===== config.mk =====
export PLATFORM = sky130hd
export DESIGN_NAME = sds_strap_decode
export DESIGN_NICKNAME = d
export VERILOG_FILES = /design/src/shared/sds_pkg.sv /design/src/rtl/sds_strap_decode.sv /design/src/rtl/sds_sar.sv
export SDC_FILE = /design/constraint.sdc
export NUM_CORES = 1
export LEC_CHECK = 0
export BUFFER_PORTS_ARGS = -buffer_cell sky130_fd_sc_hd__buf_4
export CAP_MARGIN = 20
export CORE_ASPECT_RATIO = 1.25
export CORE_MARGIN = 2
export CORE_UTILIZATION = 35
export CTS_BUF_LIST = sky130_fd_sc_hd__clkbuf_16
export DETAILED_ROUTE_END_ITERATION = 7
export GPL_TIMING_DRIVEN = 1
export PLACE_DENSITY = 0.5
export SYNTH_ARGS = -nofsm -noshare
export SYNTH_HDL_FRONTEND = slang
export SYNTH_HIERARCHICAL = 1
export SYNTH_SLANG_ARGS = --single-unit

===== constraint.sdc =====
create_clock -name clk -period 2.54 [get_ports clk]
set_input_delay 0.508 -clock clk [delete_from_list [all_inputs] [get_ports clk]]
set_output_delay 0.508 -clock clk [all_outputs]
set_load 0.05 [all_outputs]

===== src/shared/sds_pkg.sv =====
// Constants shared by the strap decoder and its converter sequencer.
package sds_pkg;
    // Converter geometry.
    localparam int ADC_W = 8;
    localparam int BIT_IDX_W = 3;
    localparam int CODE_W = 3;
    localparam int MUX_W = 3;

    // Core clock and timing.
    localparam int CLK_PERIOD_PS = 8000;
    localparam int SETTLE_NS = 40;
    localparam int SETTLE_CYC_RAW = (SETTLE_NS * 1000 + CLK_PERIOD_PS - 1)
        / CLK_PERIOD_PS;
    localparam int SETTLE_CYC = (SETTLE_CYC_RAW < 1) ? 1 : SETTLE_CYC_RAW;
    localparam int STARTUP_NS = 1000;
    localparam int STARTUP_CYC_RAW = (STARTUP_NS * 1000 + CLK_PERIOD_PS - 1)
        / CLK_PERIOD_PS;
    localparam int STARTUP_CYC = (STARTUP_CYC_RAW < 1) ? 1 : STARTUP_CYC_RAW;
    localparam int CNT_W = 8;

    // Converter input multiplexer selections.
    localparam logic [2:0] MUX_STRAP_ONE = 3'h0;
    localparam logic [2:0] MUX_STRAP_TWO = 3'h1;

    // Lowest 8-bit result of each code: ratio limit times 255, rounded up.
    localparam logic [7:0] LIM_CODE1 = 8'h06;
    localparam logic [7:0] LIM_CODE2 = 8'h13;
    localparam logic [7:0] LIM_CODE3 = 8'h25;
    localparam logic [7:0] LIM_CODE4 = 8'h3D;
    localparam logic [7:0] LIM_CODE5 = 8'h5E;
    localparam logic [7:0] LIM_CODE6 = 8'hB5;
    localparam logic [7:0] LIM_CODE7 = 8'hE8;

    // Strap code that keeps the sink path shut in a dead-battery boot.
    localparam logic [2:0] CODE_SAFE = 3'h0;

    // Reset values.
    localparam logic [7:0] RESULT_RST = 8'h00;
    localparam logic [2:0] CODE_RST = 3'h0;

    typedef enum logic [2:0] {
        ST_STARTUP,
        ST_CONV_ONE,
        ST_CONV_TWO,
        ST_READY,
        ST_FW_CONV
    } sds_state_type;
endpackage


===== src/rtl/sds_strap_decode.sv =====
// Power-up strap decoder with its converter sequencing and sink control.
// Function
// - Eight-bit successive-approximation result underlies all decoding.
// - Input multiplexer selects straps or other sources.
// - Every conversion result is held for firmware.
// - Convert both straps at power-up, then decide.
// - Strap decoding governs the dead-battery start-up.
// - Codes pick address, sink path, default configuration.
// - Codes 0 to 2 by low ratio bands.
// - Codes 3 to 5 by middle ratio bands.
// - Codes 6 and 7, top is regulator tie.
// - Sink pull-down presented during dead battery.
// - Control removes the dead-battery sink pull-down.
`timescale 1ns/10ps
module sds_strap_decode (
    // Clock and reset
    input wire logic clk,
    input wire logic rst,
    // Supply sense pins
    input wire logic system_supply_3v3,
    input wire logic port_a_bus_power,
    input wire logic port_b_bus_power,
    // Converter analog front end
    input wire logic adc_comp_above,
    output logic [sds_pkg::ADC_W-1:0] adc_trial_code,
    output logic [sds_pkg::MUX_W-1:0] adc_mux_sel,
    // Firmware conversion port
    input wire logic fw_conv_req,
    input wire logic [sds_pkg::MUX_W-1:0] fw_mux_sel,
    input wire logic fw_pulldown_release,
    output logic [sds_pkg::ADC_W-1:0] adc_result,
    output logic adc_result_valid,
    output logic fw_conv_busy,
    // Decoded strap values
    output logic [sds_pkg::CODE_W-1:0] strap_one_code,
    output logic [sds_pkg::CODE_W-1:0] strap_two_code,
    output logic straps_valid,
    // Start-up selections
    output logic dead_battery,
    output logic [sds_pkg::CODE_W-1:0] host_serial_port_addr_sel,
    output logic sink_path_enable,
    output logic [sds_pkg::CODE_W-1:0] default_config_sel,
    output logic sink_pulldown_enable
);
    sds_pkg::sds_state_type state_q, state_d;
    logic [sds_pkg::CNT_W-1:0] start_cnt_q, start_cnt_d;

    // Pin synchronisers: the first stage feeds only the second stage.
    logic [2:0] pins_meta_q, pins_sync_q;
    logic comp_meta_q, comp_sync_q;

    logic sar_start;
    logic [sds_pkg::ADC_W-1:0] sar_trial;
    logic sar_busy;
    logic sar_done;
    logic [sds_pkg::ADC_W-1:0] sar_result;

    logic [sds_pkg::MUX_W-1:0] mux_q, mux_d;
    logic [sds_pkg::ADC_W-1:0] trial_q;
    logic [sds_pkg::ADC_W-1:0] result_q, result_d;
    logic result_valid_q, result_valid_d;
    logic fw_busy_q;
    logic [sds_pkg::CODE_W-1:0] one_code_q, one_code_d;
    logic [sds_pkg::CODE_W-1:0] two_code_q, two_code_d;
    logic straps_valid_q, straps_valid_d;
    logic dead_q;
    logic [sds_pkg::CODE_W-1:0] addr_sel_q;
    logic sink_path_q;
    logic [sds_pkg::CODE_W-1:0] cfg_sel_q;
    logic pulldown_q, pulldown_d;

    logic bus_present;
    logic supply_present;
    logic dead_now;
    logic [sds_pkg::CODE_W-1:0] result_code;
    logic start_elapsed;

    // Converter sequencer.
    sds_sar u_sar (
        .clk(clk),
        .rst(rst),
        .start(sar_start),
        .comp_above(comp_sync_q),
        .trial_code(sar_trial),
        .busy(sar_busy),
        .done(sar_done),
        .result(sar_result)
    );

    always_ff @(posedge clk or posedge rst) begin
        if (rst) begin
            pins_meta_q <= '0;
            pins_sync_q <= '0;
            comp_meta_q <= 1'b0;
            comp_sync_q <= 1'b0;
        end else begin
            pins_meta_q <= {system_supply_3v3, port_b_bus_power,
                port_a_bus_power};
            pins_sync_q <= pins_meta_q;
            comp_meta_q <= adc_comp_above;
            comp_sync_q <= comp_meta_q;
        end
    end

    assign supply_present = pins_sync_q[2];
    assign bus_present = pins_sync_q[1] | pins_sync_q[0];
    // Bus power without the 3.3 V system supply is a dead-battery boot.
    assign dead_now = bus_present & ~supply_present;
    assign start_elapsed = (start_cnt_q == '0);

    // Ratio bands, each limit scaled by 255. A result on the shared 0.1425
    // limit, LIM_CODE3, lands in code 3 because each band starts at its own limit.
    assign result_code =
        (sar_result >= sds_pkg::LIM_CODE7) ? 3'h7 :
        (sar_result >= sds_pkg::LIM_CODE6) ? 3'h6 :
        (sar_result >= sds_pkg::LIM_CODE5) ? 3'h5 :
        (sar_result >= sds_pkg::LIM_CODE4) ? 3'h4 :
        (sar_result >= sds_pkg::LIM_CODE3) ? 3'h3 :
        (sar_result >= sds_pkg::LIM_CODE2) ? 3'h2 :
        (sar_result >= sds_pkg::LIM_CODE1) ? 3'h1 :
        3'h0;

    // Start a conversion whenever the sequencer sits in a converting state
    // and the converter is idle and has not just finished.
    assign sar_start = !sar_busy && !sar_done &&
        ((state_q == sds_pkg::ST_CONV_ONE) ||
         (state_q == sds_pkg::ST_CONV_TWO) ||
         (state_q == sds_pkg::ST_FW_CONV));

    always_comb begin
        state_d = state_q;
        start_cnt_d = start_cnt_q;
        mux_d = mux_q;
        result_d = result_q;
        result_valid_d = result_valid_q;
        one_code_d = one_code_q;
        two_code_d = two_code_q;
        straps_valid_d = straps_valid_q;
        if (sar_done) begin
            result_d = sar_result;
            result_valid_d = 1'b1;
        end
        case (state_q)
            sds_pkg::ST_STARTUP: begin
                if (!start_elapsed) begin
                    start_cnt_d = start_cnt_q - 1'b1;
                end else begin
                    mux_d = sds_pkg::MUX_STRAP_ONE;
                    state_d = sds_pkg::ST_CONV_ONE;
                end
            end
            sds_pkg::ST_CONV_ONE: begin
                if (sar_done) begin
                    one_code_d = result_code;
                    mux_d = sds_pkg::MUX_STRAP_TWO;
                    state_d = sds_pkg::ST_CONV_TWO;
                end
            end
            sds_pkg::ST_CONV_TWO: begin
                if (sar_done) begin
                    two_code_d = result_code;
                    straps_valid_d = 1'b1;
                    state_d = sds_pkg::ST_READY;
                end
            end
            sds_pkg::ST_READY: begin
                // Later conversions never touch the latched strap codes.
                if (fw_conv_req) begin
                    mux_d = fw_mux_sel;
                    result_valid_d = 1'b0;
                    state_d = sds_pkg::ST_FW_CONV;
                end
            end
            sds_pkg::ST_FW_CONV: begin
                if (sar_done) begin
                    state_d = sds_pkg::ST_READY;
                end
            end
            default: begin
                state_d = sds_pkg::ST_STARTUP;
            end
        endcase
    end

    // The pull-down is on from reset so a source will power the bus, and it
    // stays off once released until the next power-on reset.
    always_comb begin
        pulldown_d = pulldown_q;
        if (fw_pulldown_release) begin
            pulldown_d = 1'b0;
        end
    end

    always_ff @(posedge clk or posedge rst) begin
        if (rst) begin
            state_q <= sds_pkg::ST_STARTUP;
            start_cnt_q <= sds_pkg::CNT_W'(sds_pkg::STARTUP_CYC);
            mux_q <= sds_pkg::MUX_STRAP_ONE;
            trial_q <= sds_pkg::RESULT_RST;
            result_q <= sds_pkg::RESULT_RST;
            result_valid_q <= 1'b0;
            fw_busy_q <= 1'b0;
        end else begin
            state_q <= state_d;
            start_cnt_q <= start_cnt_d;
            mux_q <= mux_d;
            trial_q <= sar_trial;
            result_q <= result_d;
            result_valid_q <= result_valid_d;
            fw_busy_q <= (state_d != sds_pkg::ST_READY);
        end
    end

    always_ff @(posedge clk or posedge rst) begin
        if (rst) begin
            one_code_q <= sds_pkg::CODE_RST;
            two_code_q <= sds_pkg::CODE_RST;
            straps_valid_q <= 1'b0;
            pulldown_q <= 1'b1;
        end else begin
            one_code_q <= one_code_d;
            two_code_q <= two_code_d;
            straps_valid_q <= straps_valid_d;
            pulldown_q <= pulldown_d;
        end
    end

    // Start-up selections follow the latched codes only once both are known,
    // so no half-decoded setting ever reaches the outputs.
    always_ff @(posedge clk or posedge rst) begin
        if (rst) begin
            dead_q <= 1'b0;
            addr_sel_q <= sds_pkg::CODE_RST;
            sink_path_q <= 1'b0;
            cfg_sel_q <= sds_pkg::CODE_RST;
        end else begin
            dead_q <= dead_now;
            if (straps_valid_q) begin
                addr_sel_q <= one_code_q;
                cfg_sel_q <= two_code_q;
                sink_path_q <= dead_now &&
                    (two_code_q != sds_pkg::CODE_SAFE);
            end
        end
    end

    assign adc_trial_code = trial_q;
    assign adc_mux_sel = mux_q;
    assign adc_result = result_q;
    assign adc_result_valid = result_valid_q;
    assign fw_conv_busy = fw_busy_q;
    assign strap_one_code = one_code_q;
    assign strap_two_code = two_code_q;
    assign straps_valid = straps_valid_q;
    assign dead_battery = dead_q;
    assign host_serial_port_addr_sel = addr_sel_q;
    assign sink_path_enable = sink_path_q;
    assign default_config_sel = cfg_sel_q;
    assign sink_pulldown_enable = pulldown_q;
endmodule // sds_strap_decode


===== src/rtl/sds_sar.sv =====
// Successive-approximation sequencer for the 8-bit converter.
`timescale 1ns/10ps
module sds_sar (
    // Clock and reset
    input wire logic clk,
    input wire logic rst,
    // Control
    input wire logic start,
    input wire logic comp_above,
    // Results
    output logic [sds_pkg::ADC_W-1:0] trial_code,
    output logic busy,
    output logic done,
    output logic [sds_pkg::ADC_W-1:0] result
);
    logic [sds_pkg::ADC_W-1:0] trial_q, trial_d;
    logic [sds_pkg::BIT_IDX_W-1:0] bit_q, bit_d;
    logic [sds_pkg::CNT_W-1:0] wait_q, wait_d;
    logic busy_q, busy_d;
    logic done_q, done_d;
    logic [sds_pkg::ADC_W-1:0] result_q, result_d;
    logic [sds_pkg::ADC_W-1:0] bit_mask;
    logic settled;

    assign bit_mask = sds_pkg::ADC_W'(1) << bit_q;
    assign settled = (wait_q == '0);

    // The comparator is read only after the settle count, which covers both
    // the analog settling and the two-stage input synchroniser.
    always_comb begin
        trial_d = trial_q;
        bit_d = bit_q;
        wait_d = wait_q;
        busy_d = busy_q;
        done_d = 1'b0;
        result_d = result_q;
        if (!busy_q && start) begin
            busy_d = 1'b1;
            bit_d = sds_pkg::BIT_IDX_W'(sds_pkg::ADC_W - 1);
            trial_d = {1'b1, {(sds_pkg::ADC_W-1){1'b0}}};
            wait_d = sds_pkg::CNT_W'(sds_pkg::SETTLE_CYC);
        end else if (busy_q && !settled) begin
            wait_d = wait_q - 1'b1;
        end else if (busy_q) begin
            if (!comp_above) begin
                trial_d = trial_q & ~bit_mask;
            end
            if (bit_q == '0) begin
                busy_d = 1'b0;
                done_d = 1'b1;
                result_d = comp_above ? trial_q : (trial_q & ~bit_mask);
            end else begin
                bit_d = bit_q - 1'b1;
                trial_d = (comp_above ? trial_q : (trial_q & ~bit_mask))
                    | (bit_mask >> 1);
                wait_d = sds_pkg::CNT_W'(sds_pkg::SETTLE_CYC);
            end
        end
    end

    always_ff @(posedge clk or posedge rst) begin
        if (rst) begin
            trial_q <= sds_pkg::RESULT_RST;
            bit_q <= '0;
            wait_q <= '0;
            busy_q <= 1'b0;
            done_q <= 1'b0;
            result_q <= sds_pkg::RESULT_RST;
        end else begin
            trial_q <= trial_d;
            bit_q <= bit_d;
            wait_q <= wait_d;
            busy_q <= busy_d;
            done_q <= done_d;
            result_q <= result_d;
        end
    end

    assign trial_code = trial_q;
    assign busy = busy_q;
    assign done = done_q;
    assign result = result_q;
endmodule // sds_sar


**Word level (Yosys, flattened, before mapping)**

Cells that the tools add are included.

- Bits in registers: 85
- Input bits: 11
- Output and inout port bits: 37
- Logic and storage cells: 123

- Add/subtract/negate cells: 3
- Magnitude comparators: 7
- Equal/unequal tests: 11
- Shift-type cells: 1
- Muxes and demuxes: 40
- Bitwise gates (word level): 9
- Reductions and logical operators: 27

Operators with widths:

| operator | number |
|---|---|
| two-way mux 8 bit | 9 |
| two-way mux 3 bit | 15 |
| >= comparator 8 x 6 -> 1 bit (second input constant) | 2 |
| >= comparator 8 bit (second input constant) | 2 |
| zero test 8 bit | 2 |
| subtractor 8 x 1 -> 8 bit (second input constant) | 2 |
| two-way mux 1 bit | 12 |
| one-hot mux 3 bit (4 select lines) | 1 |
| AND reduction 2 bit | 5 |
| one-hot mux 3 bit (3 select lines) | 1 |
| nonzero test 3 bit | 3 |
| AND 8 bit | 1 |
| >= comparator 8 x 3 -> 1 bit (second input constant) | 1 |
| >= comparator 8 x 5 -> 1 bit (second input constant) | 1 |
| >= comparator 8 x 7 -> 1 bit (second input constant) | 1 |
| inverter 8 bit | 1 |
| bitwise OR 8 x 7 -> 8 bit | 1 |
| AND reduction 4 bit | 2 |
| left shift 1 x 3 -> 8 bit (first input constant) | 1 |
| equality test 3 x 2 -> 1 bit (second input constant) | 2 |
| zero test 3 bit | 2 |
| inequality test 2 x 1 -> 1 bit (second input constant) | 3 |
| logical AND 1 bit | 5 |
| two-way mux 2 bit | 2 |
| 14 further kinds | 21 |

**Logic depth before layout (Yosys ltp)**

- Word-level depth: 9
- Gate-level depth with buffers: 9
- Mapped depth without buffers: 8

**By module**

The synthesis kept the hierarchy.

Modules (own cells, without submodules):

| module | times used | cells each | area each (µm²) | seq. area each (µm²) |
|---|---|---|---|---|
| sds_strap_decode | 1 | 182 | 2289.7 | 1410.1 |
| sds_sar | 1 | 149 | 1462.7 | 725.7 |

**Worst setup path before layout**

OpenSTA, ideal clock, no wires.

- Kind: register to register
- Start point: reg state_q[0]
- End point: reg u_sar/wait_q[7] in the netlist's numbering
- Library setup time: 0.078 ns
- Arrival time: 2.011 ns
- Required time: 2.462 ns
- Setup slack: 0.451 ns
- Cell stages (with the launch flop): 9
- Buffers on the path: 1
- Clock period less this slack: 2.089 ns
- Cells stage by stage: dfrtp_1 -> buf_2 -> or2b_4 -> nor2_1 -> o21a_1 -> nor2_1 -> a2111o_1 -> or4_1 -> a21oi_1

- Longest elaborated chain between the ends: 7
- Elaborated cells on any way between the ends: 11
- Classes of those cells: eq/ne: 4; mux: 1; reduce/logical: 6

Ends and longest elaborated chain:

| what | line | source |
|---|---|---|
| start, declared | sds_strap_decode.sv:45 | `sds_pkg::sds_state_type state_q, state_d;` |
| start signal, assigned | sds_strap_decode.sv:196 | `state_q <= sds_pkg::ST_STARTUP;` |
| start signal, assigned | sds_strap_decode.sv:204 | `state_q <= state_d;` |
| equality test 3 x 1 -> 1 bit or equality test 3 x 2 -> 1 bit (tied branches) | sds_strap_decode.sv:126, sds_strap_decode.sv:127 |  |
| logical OR 1 bit | sds_strap_decode.sv:126 | `((state_q == sds_pkg::ST_CONV_ONE) \|\|` |
| logical OR 1 bit (*) | sds_strap_decode.sv:127 | `(state_q == sds_pkg::ST_CONV_TWO) \|\|` |
| logical AND 1 bit (*) | sds_strap_decode.sv:125 | `assign sar_start = !sar_busy && !sar_done &&` |
| net sar_start | sds_strap_decode.sv:52 | `logic sar_start;` |
| logical AND 1 bit (*) | sds_sar.sv:37 | `if (!busy_q && start) begin` |
| inequality test 3 x 1 -> 1 bit (no line) or nonzero test 3 bit (tied branches) | - |  |
| AND reduction 2 bit (no line) | - |  |
| end signal, assigned | sds_sar.sv:72 | `wait_q <= wait_d;` |
| end, declared | sds_sar.sv:18 | `logic [sds_pkg::CNT_W-1:0] wait_q, wait_d;` |

Mark *: on every way through the listed nets, which the timed path passes. The rest lies on a longest branch.
A chain may end at the register's enable or synchronous reset.

**Worst setup path in the final report**

- Start point: reg state_q[1]
- End point: reg u_sar/wait_q[7] in the netlist's numbering

The elaborated chain is that of the path after synthesis.

==> results_dict.tcl <==
set metrics [dict create \
    status "finished clean" \
    cts_root_buf "clkbuf_16" \
    portBuffers 47 \
    syn_avg_cell_area_um2 11.3 \
    hold_slack_ns 0.128 \
    max_slew_margin 0.601 \
    detail-route-antenna-nets 0 \
    grt_max_degree 30 \
    fin_area_mm2 0.00456 \
    tns_ns 0 \
    hold_viol 0 \
    grt_usage 0.137 \
    synth_cells 331 \
    routed-wl-met3_um 233 \
    grt_pass1_vias 2624 \
    synth_top_area_cell "dfrtp_1" \
    die_width_um 96.6 \
    power.switching_uw 605 \
    max_freq_mhz 430 \
    post-cts-setup-buffer-count 0 \
    cts_tree "built" \
    gp_congestion 0.802 \
    coreArea_mm2 0.0105 \
    pwr-share-seq 0.500 \
    dp_hpwl_mm 5.60 \
    antenna_found_initial 0 \
    grt_overflow 0 \
    first_pass_iters 4 \
    die_y_um 120 \
    finalSetupViolCount 0 \
    period_minus_slack_ns 2.32 \
    area_delta_synth_final_pct 21.6 \
    drt_iter0_drc 112 \
    rsz0062_at_grt "false" \
    ys_seq_area_frac 0.569 \
    worstSetupPathType "register to register" \
    initial_core_util 0.357 \
    ys_ff_latch 85 \
    io_pins 48 \
    synth-edff-count 0 \
    worstMarginPinSlew_ns 0.597 \
    syn_area_mm2 0.00375 \
    p_leak_uw 0.00218 \
    grt_pass1_wl_mm 12.7 \
    drive_above_1_share 0.286 \
    worst_r2r_path_depth 8 \
    placed_cell_area_mm2 0.00427 \
    worstPathMaxFanout 9 \
    synth_top_area_frac 0.520 \
    syn_nets 351 \
    num_vias 2615 \
    power_frac_comb 0.034 \
    clk_pin_slew_ns 0.06 \
    netlist_top_cells_count "dfrtp_1 (78), nand2_1 (38), nor2_1 (20), a21oi_1 (19)" \
    yosys_most_used_dff "dfrtp_1" \
    fill_cells 1002 \
    wl_met1_mm 3.54 \
    finClkSkew_ns 0.00661 \
    cts_buffers 9 \
    worstSetupEndpointType "register" \
    worstHoldPathType "input port to asynchronous set/reset pin" \
    vias_per_cell 4.99 \
    synth_area_leaders "dfrtp_1 (52%), dfstp_2 (4.9%), mux2_2 (4.5%)" \
    h-tree-depth 3 \
    arrival_ns 2.58 \
    die_area_mm2 0.0116 \
    met2WireLength_mm 3.78 \
    timing.critical_path.required_ns 2.80 \
    final_core_util 0.434 \
    cts.repair.resized 0 \
    p_sw_frac 0.219 \
    r2r_end "u_sar/wait_q[7]$_DFFE_PP0P_" \
    async_flop_share 1.00 \
    ys_types 67 \
    p_per_area_mw_per_mm2 606 \
    cts_buffer_depth 2 \
    post_drt_wl_per_cell_um 14.7 \
    p_clk_frac 0.466 \
    route.detailed.drc 0 \
    r2r-start "state_q[1]$_DFF_PP0_" \
    ys_warn_count 6 \
    slew_viol_final 0 \
    r2r_slack_ns 0.22 \
    n_antenna_cell 0 \
    cts.sinks 85 \
    drt_wl_total_mm 7.71 \
    clk_latency_ns 0.34 \
    ir_drop_mv 0.321 \
    start_kind "register" \
    synth.most_common_cell "dfrtp_1" \
    ctsHoldBuffers 0 \
    p_int_uw 2160 \
    rows 42 \
    finalCritPeriodShare 0.915 \
    highest_layer "met4" \
    layout.nets 407 \
    cap_violations 0 \
]
==> power groups by stage <==
stage | registers [µW] | clock network, µW | logic [µW]
after floorplan | 1430 | 0 | 32.0
after global placement | 1410 | 0 | 95.9
after detailed placement | 1410 | 0 | 97.1
after CTS | 1380 | 1330 | 97.2
after global routing | 1380 | 1370 | 104
final | 1380 | 1290 | 93.2
==> sequential cells by signal, indices dropped and copies added, names as in the netlist, 3 cells and up <==
register	flops
u_sar/bit_q	3
u_sar/result	8
strap_one_code	3
adc_mux_sel	3
default_config_sel	3
adc_trial_code	8
adc_result	8
pins_sync_q	3
strap_two_code	3
u_sar/trial_code	8
host_serial_port_addr_sel	3
start_cnt_q	8
u_sar/wait_q	8
pins_meta_q	3
state_q	3
==> metal layers <==
layer,track usage,vias up
li1,-,1282
met1,0.177,1279
met2,0.224,41
met3,0.0250,13
met4,0.0634,0
met5,0,-
==> per-stage QoR <==
stage / power (µW) / instances / worst slack [ns]
after detailed placement: 1500 / 508 / 0.273
final: 2760 / 524 / 0.216
after global routing: 2860 / 524 / 0.0575
after global placement: 1500 / 508 / 0.338
after floorplan: 1460 / 331 / 0.451
after CTS: 2810 / 524 / 0.245
==> cell usage in the layout, fill, tap and decap left out, types with 3 or more instances in the layout <==
| cell | count |
|---|---|
| a21oi_1 | 19 |
| buf_4 | 56 |
| clkbuf_16 | 9 |
| dfrtp_1 | 78 |
| dfstp_2 | 7 |
| ha_1 | 9 |
| inv_1 | 15 |
| mux2_2 | 15 |
| mux2i_1 | 3 |
| nand2_1 | 38 |
| nand2b_1 | 5 |
| nand3_1 | 10 |
| nor2_1 | 20 |
| nor2b_1 | 4 |
| nor3_1 | 6 |
| o211ai_1 | 3 |
| o21ai_0 | 15 |
| or2_2 | 3 |
| or3_1 | 4 |
| xnor2_1 | 5 |
| xor2_1 | 3 |
==> layout make-up <==
type	instances	area, µm²	share of cell area
Tap cell	132	165	0.0362
Timing Repair Buffer	56	420	0.0921
Clock buffer	9	225	0.0494
Multi-Input combinational cell	219	1490	0.326
Clock inverter	7	67.6	0.0148
Inverter	16	60.1	0.0132
Sequential cell	85	2140	0.468
==> how the worst max path moves through the flow <==
stage	startpoint	end	slack [ns]	cells past startpoint
after floorplan	state_q[0]$_DFF_PP0_	u_sar/wait_q[7]$_DFFE_PP0P_	0.45	8
after detailed placement	state_q[1]$_DFF_PP0_	u_sar/wait_q[7]$_DFFE_PP0P_	0.27	8
after CTS	state_q[1]$_DFF_PP0_	u_sar/wait_q[7]$_DFFE_PP0P_	0.25	8
after global routing	state_q[1]$_DFF_PP0_	u_sar/wait_q[7]$_DFFE_PP0P_	0.06	8
final	state_q[1]$_DFF_PP0_	u_sar/wait_q[7]$_DFFE_PP0P_	0.22	8
after global placement	state_q[1]$_DFF_PP0_	u_sar/wait_q[7]$_DFFE_PP0P_	0.34	8
==> cell families after synthesis <==
logic type	after synthesis	synth area share
AND/OR/NAND/NOR	108	0.154
flip-flops	85	0.569
AO/OA/AOI/OAI	76	0.141
buffers and inverters	27	0.0340
multiplexers	18	0.0530
adder cells (fa/ha/maj)	9	0.0300
XOR/XNOR	8	0.0187
==> critical path: stages (launching register included) <==
cell	delay [ns]
dfrtp_1	0.48
inv_1	0.15
nand2_1	0.08
a21oi_1	0.22
o21a_1	0.23
nor2_1	0.09
a2111o_1	0.44
or4_1	0.40
a21oi_1	0.15
No activity file was read; power rests on OpenSTA's default activity.
